==> config.mk <==
export PLATFORM = sky130hd
export DESIGN_NAME = bsf_supervisor
export DESIGN_NICKNAME = d
export VERILOG_FILES = /design/src/verilog/bsf_pkg.sv /design/src/verilog/bsf_supervisor.sv
export SDC_FILE = /design/constraint.sdc
export NUM_CORES = 1
export LEC_CHECK = 0
export BUFFER_PORTS_ARGS = -buffer_cell sky130_fd_sc_hd__clkbuf_2
export CAP_MARGIN = 10
export CELL_PAD_IN_SITES_DETAIL_PLACEMENT = 1
export CELL_PAD_IN_SITES_GLOBAL_PLACEMENT = 1
export CORE_MARGIN = 5
export CORE_UTILIZATION = 40
export CTS_CLUSTER_SIZE = 20
export DETAILED_ROUTE_END_ITERATION = 16
export GPL_TIMING_DRIVEN = 0
export HOLD_SLACK_MARGIN = 0.05
export PLACE_DENSITY = 0.7
export SETUP_SLACK_MARGIN = 0.05
export SYNTH_ARGS = -nofsm -noshare
export SYNTH_HDL_FRONTEND = slang
export SYNTH_SLANG_ARGS = --single-unit
export TNS_END_PERCENT = 20
==> constraint.sdc <==
create_clock -name sys_clk_i -period 5.8 [get_ports sys_clk_i]
set_clock_uncertainty 0.2 [all_clocks]
set_input_delay 0 -clock sys_clk_i [delete_from_list [all_inputs] [get_ports sys_clk_i]]
set_output_delay 0 -clock sys_clk_i [all_outputs]
set_load 0.05 [all_outputs]
==> src/verilog/bsf_pkg.sv <==
package bsf_pkg;
  // Clock and timing
  localparam int CLK_MHZ = 200;
  localparam int T_OC_NS = 10000;
  localparam int T_OV_NS = 2000;
  localparam int T_UV_NS = 2000;
  localparam int T_SS_DELAY_NS = 20000;
  localparam int CYC_OC = (T_OC_NS * CLK_MHZ + 999) / 1000;
  localparam int CYC_OV = (T_OV_NS * CLK_MHZ + 999) / 1000;
  localparam int CYC_UV = (T_UV_NS * CLK_MHZ + 999) / 1000;
  localparam int CYC_SS_DELAY = (T_SS_DELAY_NS * CLK_MHZ + 999) / 1000;
  localparam int TMR_W = 12;

  // Register map (byte addresses)
  localparam logic [11:0] ADDR_CTRL = 12'h000;
  localparam logic [11:0] ADDR_STATUS = 12'h004;
  localparam logic [31:0] CTRL_RESET = 32'h0000_0000;
  localparam int CTRL_EXT_MODE_BIT = 0;
  localparam int CTRL_EXT_LVL_LSB = 8;
  localparam int ST_STATE_LSB = 0;
  localparam int ST_DONE_BIT = 8;
  localparam int ST_OC_BIT = 9;
  localparam int ST_OV_BIT = 10;
  localparam int ST_UV_BIT = 11;
  localparam int ST_OT_BIT = 12;
  localparam int ST_CODE_LSB = 16;
  localparam int ST_TARGET_LSB = 24;

  // Power-ok pull-down codes
  localparam logic [1:0] PG_NONE = 2'h0;
  localparam logic [1:0] PG_95 = 2'h1;
  localparam logic [1:0] PG_65 = 2'h2;
  localparam logic [1:0] PG_35 = 2'h3;

  typedef enum logic [4:0] {
    ST_OFF = 5'h01,
    ST_DELAY = 5'h02,
    ST_SOFT = 5'h04,
    ST_RUN = 5'h08,
    ST_LATCH = 5'h10
  } bsf_state_t;
endpackage : bsf_pkg

==> src/verilog/bsf_supervisor.sv <==
// Our own choices: the APB slave port and the register addresses.
`timescale 1ns/10ps
// What this block does
// - Release ramp clamp, enable amplifier after qualification
// - Soft-start ramps on the limited charging source
// - Target taken from selection at enable
// - Ramp at target: done flag, power-ok high
// - After soft-start, slew to new setpoints bidirectionally
// - Overcurrent beyond 10 us latches converter off
// - Overcurrent code; cleared by enable or supply
// - Overvoltage above rising threshold beyond 2 us
// - Overvoltage code; cleared only by supply
// - Overvoltage latch toggles low-side gate with deglitch
// - Undervoltage below threshold beyond 2 us
// - Undervoltage code; cleared by enable or supply
// - Over-temperature forces gates low, no latch
// - Over-temperature ends on hysteresis, enable, supply
// - Ramp starts 20 us later; diode emulation inhibited
// - Power-ok shows 95 code during soft-start
module bsf_supervisor (
  input wire logic sys_clk_i,
  input wire logic reset_i,
  input wire logic psel_i,
  input wire logic penable_i,
  input wire logic pwrite_i,
  input wire logic [11:0] paddr_i,
  input wire logic [31:0] pwdata_i,
  output logic [31:0] prdata_o,
  output logic pready_o,
  output logic pslverr_o,
  input wire logic supply_ok_i,
  input wire logic enable_ok_i,
  input wire logic [1:0] voltage_select_inputs_i,
  input wire logic oc_above_i,
  input wire logic fb_above_ov_rise_i,
  input wire logic fb_above_ov_fall_i,
  input wire logic fb_below_uv_i,
  input wire logic temp_above_rise_i,
  input wire logic temp_below_hys_i,
  input wire logic ramp_at_target_i,
  input wire logic pwm_high_i,
  input wire logic pwm_low_i,
  output logic ref_release_o,
  output logic softstart_source_en_o,
  output logic voltage_step_source_en_o,
  output logic voltage_step_charge_o,
  output logic [7:0] setpoint_select_o,
  output logic softstart_done_flag_o,
  output logic diode_emul_inhibit_o,
  output logic power_ok_release_o,
  output logic [1:0] power_ok_code_o,
  output logic high_side_gate_drive_o,
  output logic low_side_gate_drive_o
);
  localparam int NS = 11;
  localparam int ND = 4;
  localparam logic [ND*bsf_pkg::TMR_W-1:0] LIMS = {
    bsf_pkg::TMR_W'(bsf_pkg::CYC_UV), bsf_pkg::TMR_W'(bsf_pkg::CYC_OV),
    bsf_pkg::TMR_W'(bsf_pkg::CYC_OV), bsf_pkg::TMR_W'(bsf_pkg::CYC_OC)};

  // Two-stage synchroniser for all analog comparator levels
  logic [NS-1:0] meta_r;
  logic [NS-1:0] sync_r;
  wire [NS-1:0] raw = {ramp_at_target_i, temp_below_hys_i, temp_above_rise_i, fb_below_uv_i,
    fb_above_ov_fall_i, fb_above_ov_rise_i, oc_above_i, voltage_select_inputs_i, enable_ok_i, supply_ok_i};
  always_ff @(posedge sys_clk_i or posedge reset_i) begin
    if (reset_i) begin
      meta_r <= '0;
      sync_r <= '0;
    end else begin
      meta_r <= raw;
      sync_r <= meta_r;
    end
  end
  wire supply_s = sync_r[0];
  wire enable_s = sync_r[1];
  wire [1:0] vsel_s = sync_r[3:2];
  wire at_target_s = sync_r[10];
  wire temp_hi_s = sync_r[8];
  wire temp_cool_s = sync_r[9];
  // Deglitch conditions: overcurrent, above ov rise, below ov fall, below uv
  wire [ND-1:0] dg_cond = {sync_r[7], ~sync_r[6], sync_r[5], sync_r[4]};
  logic [ND-1:0] dg_hit;

  genvar gi;
  generate
    for (gi = 0; gi < ND; gi++) begin : g_dg
      logic [bsf_pkg::TMR_W-1:0] cnt_r;
      wire [bsf_pkg::TMR_W-1:0] lim = LIMS[gi*bsf_pkg::TMR_W +: bsf_pkg::TMR_W];
      // Counter saturates so a long condition keeps the hit asserted
      wire [bsf_pkg::TMR_W-1:0] cnt_nxt = !dg_cond[gi] ? '0 : (cnt_r == lim) ? cnt_r :
        cnt_r + bsf_pkg::TMR_W'(1);
      always_ff @(posedge sys_clk_i or posedge reset_i) begin
        if (reset_i) begin
          cnt_r <= '0;
        end else begin
          cnt_r <= cnt_nxt;
        end
      end
      // Hit only once the level has outlasted the full interval
      assign dg_hit[gi] = dg_cond[gi] && (cnt_r == lim);
    end
  endgenerate
  wire oc_hit = dg_hit[0];
  wire ov_rise_hit = dg_hit[1];
  wire ov_fall_hit = dg_hit[2];
  wire uv_hit = dg_hit[3];

  // Register file
  logic [31:0] ctrl_r;
  wire apb_setup = psel_i && !penable_i;
  wire apb_wr = psel_i && penable_i && pready_o && pwrite_i;
  wire sel_ctrl = paddr_i == bsf_pkg::ADDR_CTRL;
  wire sel_status = paddr_i == bsf_pkg::ADDR_STATUS;
  wire ctrl_nxt_en = apb_wr && sel_ctrl;
  wire ext_mode = ctrl_r[bsf_pkg::CTRL_EXT_MODE_BIT];
  wire [7:0] ext_level = ctrl_r[bsf_pkg::CTRL_EXT_LVL_LSB +: 8];

  // Selection code 00 is the highest setpoint; invert so larger means higher
  wire [7:0] request = ext_mode ? ext_level : {6'h00, ~vsel_s};

  bsf_pkg::bsf_state_t state_r;
  bsf_pkg::bsf_state_t state_nxt;
  logic [bsf_pkg::TMR_W-1:0] delay_r;
  logic [7:0] target_r;
  logic oc_lat_r;
  logic ov_lat_r;
  logic uv_lat_r;
  logic ot_r;
  logic ov_lg_r;
  logic [1:0] first_r;
  logic charge_r;

  wire alive = supply_s && enable_s;
  wire converting = (state_r == bsf_pkg::ST_SOFT) || (state_r == bsf_pkg::ST_RUN);
  wire oc_set = converting && oc_hit;
  wire ov_set = converting && ov_rise_hit;
  // Undervoltage watch starts after soft-start, the ramp sits below it before
  wire uv_set = (state_r == bsf_pkg::ST_RUN) && uv_hit;
  wire oc_lat_nxt = oc_set || (oc_lat_r && alive);
  wire ov_lat_nxt = ov_set || (ov_lat_r && supply_s);
  wire uv_lat_nxt = uv_set || (uv_lat_r && alive);
  wire any_lat = oc_lat_r || ov_lat_r || uv_lat_r;
  wire any_set = oc_set || ov_set || uv_set;
  wire delay_done = delay_r == bsf_pkg::TMR_W'(bsf_pkg::CYC_SS_DELAY - 1);

  always_comb begin
    state_nxt = state_r;
    unique case (state_r)
      bsf_pkg::ST_OFF: begin
        if (alive && !any_lat) begin
          state_nxt = bsf_pkg::ST_DELAY;
        end
      end
      bsf_pkg::ST_DELAY: begin
        if (!alive) begin
          state_nxt = bsf_pkg::ST_OFF;
        end else if (delay_done) begin
          state_nxt = bsf_pkg::ST_SOFT;
        end
      end
      bsf_pkg::ST_SOFT: begin
        if (any_set) begin
          state_nxt = bsf_pkg::ST_LATCH;
        end else if (!alive) begin
          state_nxt = bsf_pkg::ST_OFF;
        end else if (at_target_s) begin
          state_nxt = bsf_pkg::ST_RUN;
        end
      end
      bsf_pkg::ST_RUN: begin
        if (any_set) begin
          state_nxt = bsf_pkg::ST_LATCH;
        end else if (!alive) begin
          state_nxt = bsf_pkg::ST_OFF;
        end
      end
      bsf_pkg::ST_LATCH: begin
        if (!oc_lat_nxt && !ov_lat_nxt && !uv_lat_nxt) begin
          state_nxt = bsf_pkg::ST_OFF;
        end
      end
    endcase
  end

  // Target captured at enable, followed only after soft-start
  wire capture = (state_r == bsf_pkg::ST_OFF) && (state_nxt == bsf_pkg::ST_DELAY);
  wire step_req = (state_r == bsf_pkg::ST_RUN) && (request != target_r);
  wire [7:0] target_nxt = (capture || step_req) ? request : target_r;
  wire charge_nxt = step_req ? (request > target_r) : charge_r;
  wire [bsf_pkg::TMR_W-1:0] delay_nxt = (state_r == bsf_pkg::ST_DELAY) ? delay_r + bsf_pkg::TMR_W'(1) : '0;

  // Over-temperature is a non-latching suspend
  wire ot_nxt = alive && (ot_r ? !temp_cool_s : temp_hi_s);
  // Low-side toggles while latched for overvoltage
  wire ov_lg_nxt = ov_lat_nxt && (ov_rise_hit || (ov_lg_r && !ov_fall_hit));

  // Keep first code while its latch holds; fall back to a survivor otherwise
  wire [1:0] enc_nxt = oc_lat_nxt ? bsf_pkg::PG_35 : ov_lat_nxt ? bsf_pkg::PG_65 :
    uv_lat_nxt ? bsf_pkg::PG_95 : bsf_pkg::PG_NONE;
  wire first_kept = ((first_r == bsf_pkg::PG_35) && oc_lat_nxt) || ((first_r == bsf_pkg::PG_65) && ov_lat_nxt)
    || ((first_r == bsf_pkg::PG_95) && uv_lat_nxt);
  wire [1:0] first_nxt = first_kept ? first_r : enc_nxt;

  // Output next values
  wire st_delay_n = state_nxt == bsf_pkg::ST_DELAY;
  wire st_soft_n = state_nxt == bsf_pkg::ST_SOFT;
  wire st_run_n = state_nxt == bsf_pkg::ST_RUN;
  wire conv_n = st_soft_n || st_run_n;
  wire lat_n = oc_lat_nxt || ov_lat_nxt || uv_lat_nxt;
  wire ref_release_nxt = st_delay_n || conv_n;
  wire ss_src_nxt = st_soft_n;
  wire run_done_nxt = st_run_n && !lat_n;
  wire [1:0] pg_code_nxt = lat_n ? first_nxt : (supply_s && !run_done_nxt) ? bsf_pkg::PG_95
    : bsf_pkg::PG_NONE;
  wire ug_nxt = conv_n && !ot_nxt && pwm_high_i;
  // Over-temperature overrides the overvoltage discharge as well
  wire lg_nxt = !ot_nxt && (ov_lat_nxt ? ov_lg_nxt : (conv_n && pwm_low_i));

  // Status word for software
  logic [31:0] status;
  always_comb begin
    status = 32'h0000_0000;
    status[bsf_pkg::ST_STATE_LSB +: 5] = state_r;
    status[bsf_pkg::ST_DONE_BIT] = softstart_done_flag_o;
    status[bsf_pkg::ST_OC_BIT] = oc_lat_r;
    status[bsf_pkg::ST_OV_BIT] = ov_lat_r;
    status[bsf_pkg::ST_UV_BIT] = uv_lat_r;
    status[bsf_pkg::ST_OT_BIT] = ot_r;
    status[bsf_pkg::ST_CODE_LSB +: 2] = first_r;
    status[bsf_pkg::ST_TARGET_LSB +: 8] = target_r;
  end
  wire [31:0] rdata_nxt = sel_ctrl ? ctrl_r : sel_status ? status : 32'h0000_0000;
  wire err_nxt = !(sel_ctrl || sel_status);

  always_ff @(posedge sys_clk_i or posedge reset_i) begin
    if (reset_i) begin
      ctrl_r <= bsf_pkg::CTRL_RESET;
      prdata_o <= 32'h0000_0000;
      pready_o <= 1'b0;
      pslverr_o <= 1'b0;
    end else begin
      if (ctrl_nxt_en) begin
        ctrl_r <= pwdata_i;
      end
      if (apb_setup) begin
        prdata_o <= rdata_nxt;
        pslverr_o <= err_nxt;
      end
      pready_o <= apb_setup;
    end
  end

  always_ff @(posedge sys_clk_i or posedge reset_i) begin
    if (reset_i) begin
      state_r <= bsf_pkg::ST_OFF;
      delay_r <= '0;
      target_r <= 8'h00;
      charge_r <= 1'b0;
      oc_lat_r <= 1'b0;
      ov_lat_r <= 1'b0;
      uv_lat_r <= 1'b0;
      ot_r <= 1'b0;
      ov_lg_r <= 1'b0;
      first_r <= bsf_pkg::PG_NONE;
    end else begin
      state_r <= state_nxt;
      delay_r <= delay_nxt;
      target_r <= target_nxt;
      charge_r <= charge_nxt;
      oc_lat_r <= oc_lat_nxt;
      ov_lat_r <= ov_lat_nxt;
      uv_lat_r <= uv_lat_nxt;
      ot_r <= ot_nxt;
      ov_lg_r <= ov_lg_nxt;
      first_r <= first_nxt;
    end
  end

  always_ff @(posedge sys_clk_i or posedge reset_i) begin
    if (reset_i) begin
      ref_release_o <= 1'b0;
      softstart_source_en_o <= 1'b0;
      voltage_step_source_en_o <= 1'b0;
      voltage_step_charge_o <= 1'b0;
      setpoint_select_o <= 8'h00;
      softstart_done_flag_o <= 1'b0;
      diode_emul_inhibit_o <= 1'b0;
      power_ok_release_o <= 1'b0;
      power_ok_code_o <= bsf_pkg::PG_NONE;
      high_side_gate_drive_o <= 1'b0;
      low_side_gate_drive_o <= 1'b0;
    end else begin
      ref_release_o <= ref_release_nxt;
      softstart_source_en_o <= ss_src_nxt;
      voltage_step_source_en_o <= run_done_nxt;
      voltage_step_charge_o <= charge_nxt;
      setpoint_select_o <= target_nxt;
      softstart_done_flag_o <= run_done_nxt;
      diode_emul_inhibit_o <= st_delay_n || st_soft_n;
      power_ok_release_o <= run_done_nxt;
      power_ok_code_o <= pg_code_nxt;
      high_side_gate_drive_o <= ug_nxt;
      low_side_gate_drive_o <= lg_nxt;
    end
  end
endmodule : bsf_supervisor

# Word-level counts from Yosys, hierarchy flattened
# Index checks and enable logic that the tools add are counted.
[totals]
word_cells = 150
ff_bits = 177
input_bits = 62
out_inout_bits = 53
[classes]
n_bitwise = 2
n_mux = 30
n_eq_ne = 22
reduce_logical = 63
addsub = 5
order_cmp = 1
[ops]
columns = ["operator", "n"]
rows = [
  ["2-to-1 mux 12 bit", 9],
  ["2-to-1 mux 32 bit", 2],
  ["adder 12 x 1 -> 12 bit, second input constant", 5],
  ["2-to-1 mux 5 bit", 9],
  ["== test 12 x 9 -> 1 bit, second input constant", 3],
  ["logical AND 1 bit", 33],
  ["one-hot mux 5 bit (5 select lines)", 1],
  ["logical OR 1 bit", 18],
  ["== test 12 x 11 -> 1 bit, second input constant", 1],
  ["== test 12 bit, second input constant", 1],
  ["== test 12 x 3 -> 1 bit, second input constant", 1],
  ["zero test 12 bit", 1],
  ["zero test 1 bit", 11],
  ["== test 5 x 2 -> 1 bit, second input constant", 2],
  ["== test 5 x 3 -> 1 bit, second input constant", 2],
  ["== test 5 x 4 -> 1 bit, second input constant", 2],
  ["> comparator 8 bit", 1],
  ["2-to-1 mux 2 bit", 4],
  ["2-to-1 mux 8 bit", 1],
  ["!= test 2 bit, second input constant", 4],
  ["!= test 8 bit", 1],
  ["== test 5 x 1 -> 1 bit, second input constant", 1],
  ["== test 5 bit, second input constant", 1],
  ["== test 2 bit, second input constant", 2],
  ["4 further kinds", 7],
]

# Longest topological paths before layout
[depth]
ltp_word = 15
depth_mapped = 9
mapped_depth_nobuf = 9

# Least setup slack after synthesis
# Ideal clock, no wire load.
[synth_timing]
path_kind = "register -> register"
from = "register, netlist name setpoint_select_o[7]"
to = "register setpoint_select_o[1]"
period_less_slack_ps = 2395
setup_ps = 125
stages_incl_launch_ff = 9
setup_slack_ps = 3405
arrival_ps = 2070
required_time_ps = 5475
n_path_buf = 1
cell_sequence = "dfrtp_1 -> inv_1 -> ha_1 -> nand4_1 -> o211ai_1 -> inv_1 -> a41o_1 -> buf_6 -> mux2_4"
[synth_rtl]
columns = ["item", "line_no", "text"]
rows = [
  ["to (signal assigned)", "bsf_supervisor.sv:298", "setpoint_select_o <= target_nxt;"],
  ["to (decl)", "bsf_supervisor.sv:47", "output logic [7:0] setpoint_select_o,"],
]

# Worst setup path in the final report
[layout_timing]
from = "input port psel_i"
to = "register prdata_o[30]"
[layout_via]
elab_chain_cells = 1
[layout_lines]
columns = ["item", "line_no", "text"]
rows = [
  ["from (decl)", "bsf_supervisor.sv:23", "input wire logic psel_i,"],
  ["logical AND 1 bit", "bsf_supervisor.sv:111", "wire apb_setup = psel_i && !penable_i;"],
  ["to (signal assigned)", "bsf_supervisor.sv:247", "prdata_o <= rdata_nxt;"],
  ["to (decl)", "bsf_supervisor.sv:28", "output logic [31:0] prdata_o,"],
]
# Every way passes these cells.
# A chain may end at the register's enable or synchronous reset.

==> qor.yml <==
critPathMaxFanout: 6
dp_hpwl_mm: 14.3
num_rows: 51
ys_top_cells_by_area: "dfrtp_1, mux2_2, nand2_1"
setup_tns_ps: 0
crit_chain: "dlygate4sd3_1 -> clkbuf_2 -> nand2b_1 -> dlygate4sd3_1 -> clkbuf_1 -> inv_1 -> nand4_1 -> dlygate4sd3_1 -> o21ai_0 -> dlygate4sd3_1"
synth_top_area_cell: "dfrtp_1"
drive_gt1_share_pct: 22.1
port_buffers: 113
drv_slew: 0
antenna_found_initial: 0
gr-total-overflow: 0
drt_pass1_iterations: 4
cellInternalPower_mw: 2.05
hold_violations: 0
synth_seq_cells: 177
p_leak_nw: 4.90
viasPerCell: 5.06
critPathKind: "in -> reg"
synth_flop_cell: "dfrtp_1"
cap_violations: 0
grt_pass1_vias: 6619
n_antenna_cell: 0
ys_seq_area_share_pct: 56.4
synth_nets: 776
run_status: "complete, no violations"
seq_power_share_pct: 46.2
multiInputGateArea_sq_um: 3200
vdd_ir_drop_max_mv: 0.191
synth_area_sq_um: 7860
track_usage_pct: 19.1
remaining_drc_errors: 0
hold_end: "ctrl_r[9]"
cts_tree: "yes"
boundaryPins: 115
via_count: 5950
seqCellArea_sq_um: 4430
hp-class: "in -> reg"
r2r_slack_ps: 2980
whs_ps: 69.7
timing.critical_path.slowest_cell_delay_ps: 620
pwr-share-comb_pct: 12.4
synth_top_area_share_pct: 56.0
antenna_left: 0
die_h_um: 150
place_area_sq_um: 8790
final_nets: 978
rr_startpoint: "ctrl_r[0]"
grt_max_degree: 90
hp-start: "pwrite_i"
post-synth-top-count-cell: "dfrtp_1"
worstMarginPinSlew_ps: 853
p_clk_share_pct: 41.4
ys_warn_count: 0
clock_latency_ps: 440
h-tree-depth: 4
end_kind: "flip-flop"
clock_path_buffers: 2
clk_pin_slew_worst_paths_ps: 70
cts_sinks: 177
cts_made_buffers: 17
path_buf_inv: 7
fin_area_sq_um: 10100
core-area_sq_um: 19400
synth-edff-count: 0
clock.fmax_ghz: 0.325
postSynthAreaPerCell_sq_um: 11.3
max_slew_margin_pct: 43.1
setup_violations: 0
drt-initial-drc-count: 206
die_area_sq_um: 22600
die_w_um: 150
totalWireLength_mm: 20.4
wl_per_cell_um: 17.3
start_kind: "input port"
holdPathStages: 5
power_density_nw_per_um2: 283
critPathLaunch: "psel_i"
finalCriticalPeriod_ps: 3070
grt_setup_unrepaired: "no"
critPathMostFrequentCell: "dlygate4sd3_1"
synth_cell_types: 56
fin_util_pct: 52.0
cts_root_buf: "clkbuf_16"
grt_pass1_wl_mm: 34.0
areaGrowthSynthToFinish_pct: 28.4
async_reset_ff_share_pct: 100
start_util_pct: 40.5
worstPathRequired_ps: 5970
timing.rr.end: "setpoint_select_o[3]"
cp_slowest_cell: "dlygate4sd3_1"
post-cts-setup-buffers: 0
cp_top_family: "buffers and inverters"
place_congestion: 0.791
p_switching_mw: 0.810
syn-instance-count: 697
sw_frac_of_total_pct: 28.4
fillCellCount: 2115
worstPathArrival_ps: 3240
synth_common_cells: "dfrtp_1, nand2_1, nand3_1"
r2r_cells: 9
period_share_pct: 53.0
repair_timing:
action                                 4_1_cts  5_1_grt
endpoints found under the hold margin      226        0
gates resized for setup                      0        0
hold buffers                                69        0
cells in the final DEF (no fill, tap or decap), types with 17 or more instances in the layout:
cell type	instances
clkbuf_16	17
ha_1	17
clkbuf_1	17
nand3_1	42
clkbuf_2	113
and2_1	35
o21ai_0	35
mux2_2	31
xnor2_1	29
dfrtp_1	176
nand2_1	72
mux2i_1	25
inv_1	24
nor2_1	39
dlygate4sd3_1	69
power by group through the flow:
stage / Clock, mW / Sequential, mW / Combinational (mW)
after floorplan: 0 / 1.38 / 0.176
after global placement: 0 / 1.34 / 0.306
after detailed placement: 0 / 1.34 / 0.320
after CTS: 1.21 / 1.32 / 0.358
after global routing: 1.27 / 1.32 / 0.387
final: 1.18 / 1.32 / 0.353
per-stage QoR:
stage | worst slack, ps | total power [mW] | instances
3_3_place_gp | -1010 | 1.65 | 1075
4_1_cts | 2910 | 2.89 | 1177
2_1_floorplan | 800 | 1.55 | 697
3_5_place_dp | 3050 | 1.66 | 1076
5_1_grt | 2560 | 2.98 | 1177
6_report | 2730 | 2.86 | 1177
area by class of cell:
type / count / area share, %
Buffer: 27 / 1.38
Clock buffer: 17 / 4.22
Clock inverter: 15 / 1.81
Inverter: 25 / 1.00
Multi-Input combinational cell: 468 / 31.7
Sequential cell: 177 / 43.9
Tap cell: 265 / 3.29
Timing Repair Buffer: 183 / 12.7
per-layer routing:
layer | track usage (%) | routed length (um) | up-vias
met4 | 6.31 | 438 | 0
met3 | 3.76 | 503 | 30
met1 | 23.9 | 8980 | 3047
li1 | - | - | 2790
met2 | 33.3 | 10400 | 83
met5 | 0 | 0 | -
flip-flops by register name, indices dropped and copies added, names as in the netlist, 2 cells and up:
signal,cells
g_dg.cnt_r,48
ctrl_r,32
prdata_o,32
delay_r,12
meta_r,11
sync_r,11
setpoint_select_o,8
state_r,5
first_r,2
power_ok_code_o,2
worst max path at each step:
| stage | to | slack (ps) | cells after the start |
|---|---|---|---|
| 4_1_cts | prdata_o[30] | 2910 | 10 |
| 6_report | prdata_o[30] | 2730 | 10 |
| 5_1_grt | prdata_o[30] | 2560 | 10 |
| 3_3_place_gp | prdata_o[19] | -1010 | 2 |
| 2_1_floorplan | ctrl_r[0] | 800 | 1 |
| 3_5_place_dp | setpoint_select_o[6] | 3050 | 9 |
worst reg2reg max path: cells and delay by family, from the launching register on:
kind / cells / cell delay [ps]
muxes: 2 / 670
buffers and inverters: 3 / 600
AOI/OAI and AO/OA: 2 / 580
DFF: 1 / 320
adders and majority gates: 1 / 200
and+or+nand+nor: 1 / 140
cells by family (layout without fill, tap and decap cells):
group / after synthesis / after routing / synth area share (%)
multiplexers: 63 / 63 / 8.96
buffers and inverters: 52 / 267 / 2.96
AND/OR/NAND/NOR: 270 / 270 / 18.2
adder cells (fa/ha/maj): 18 / 18 / 2.83
flip-flops: 177 / 177 / 56.4
XOR/XNOR: 46 / 46 / 5.22
AO/OA/AOI/OAI: 71 / 71 / 5.44
Power figures use the tool's default switching activity.
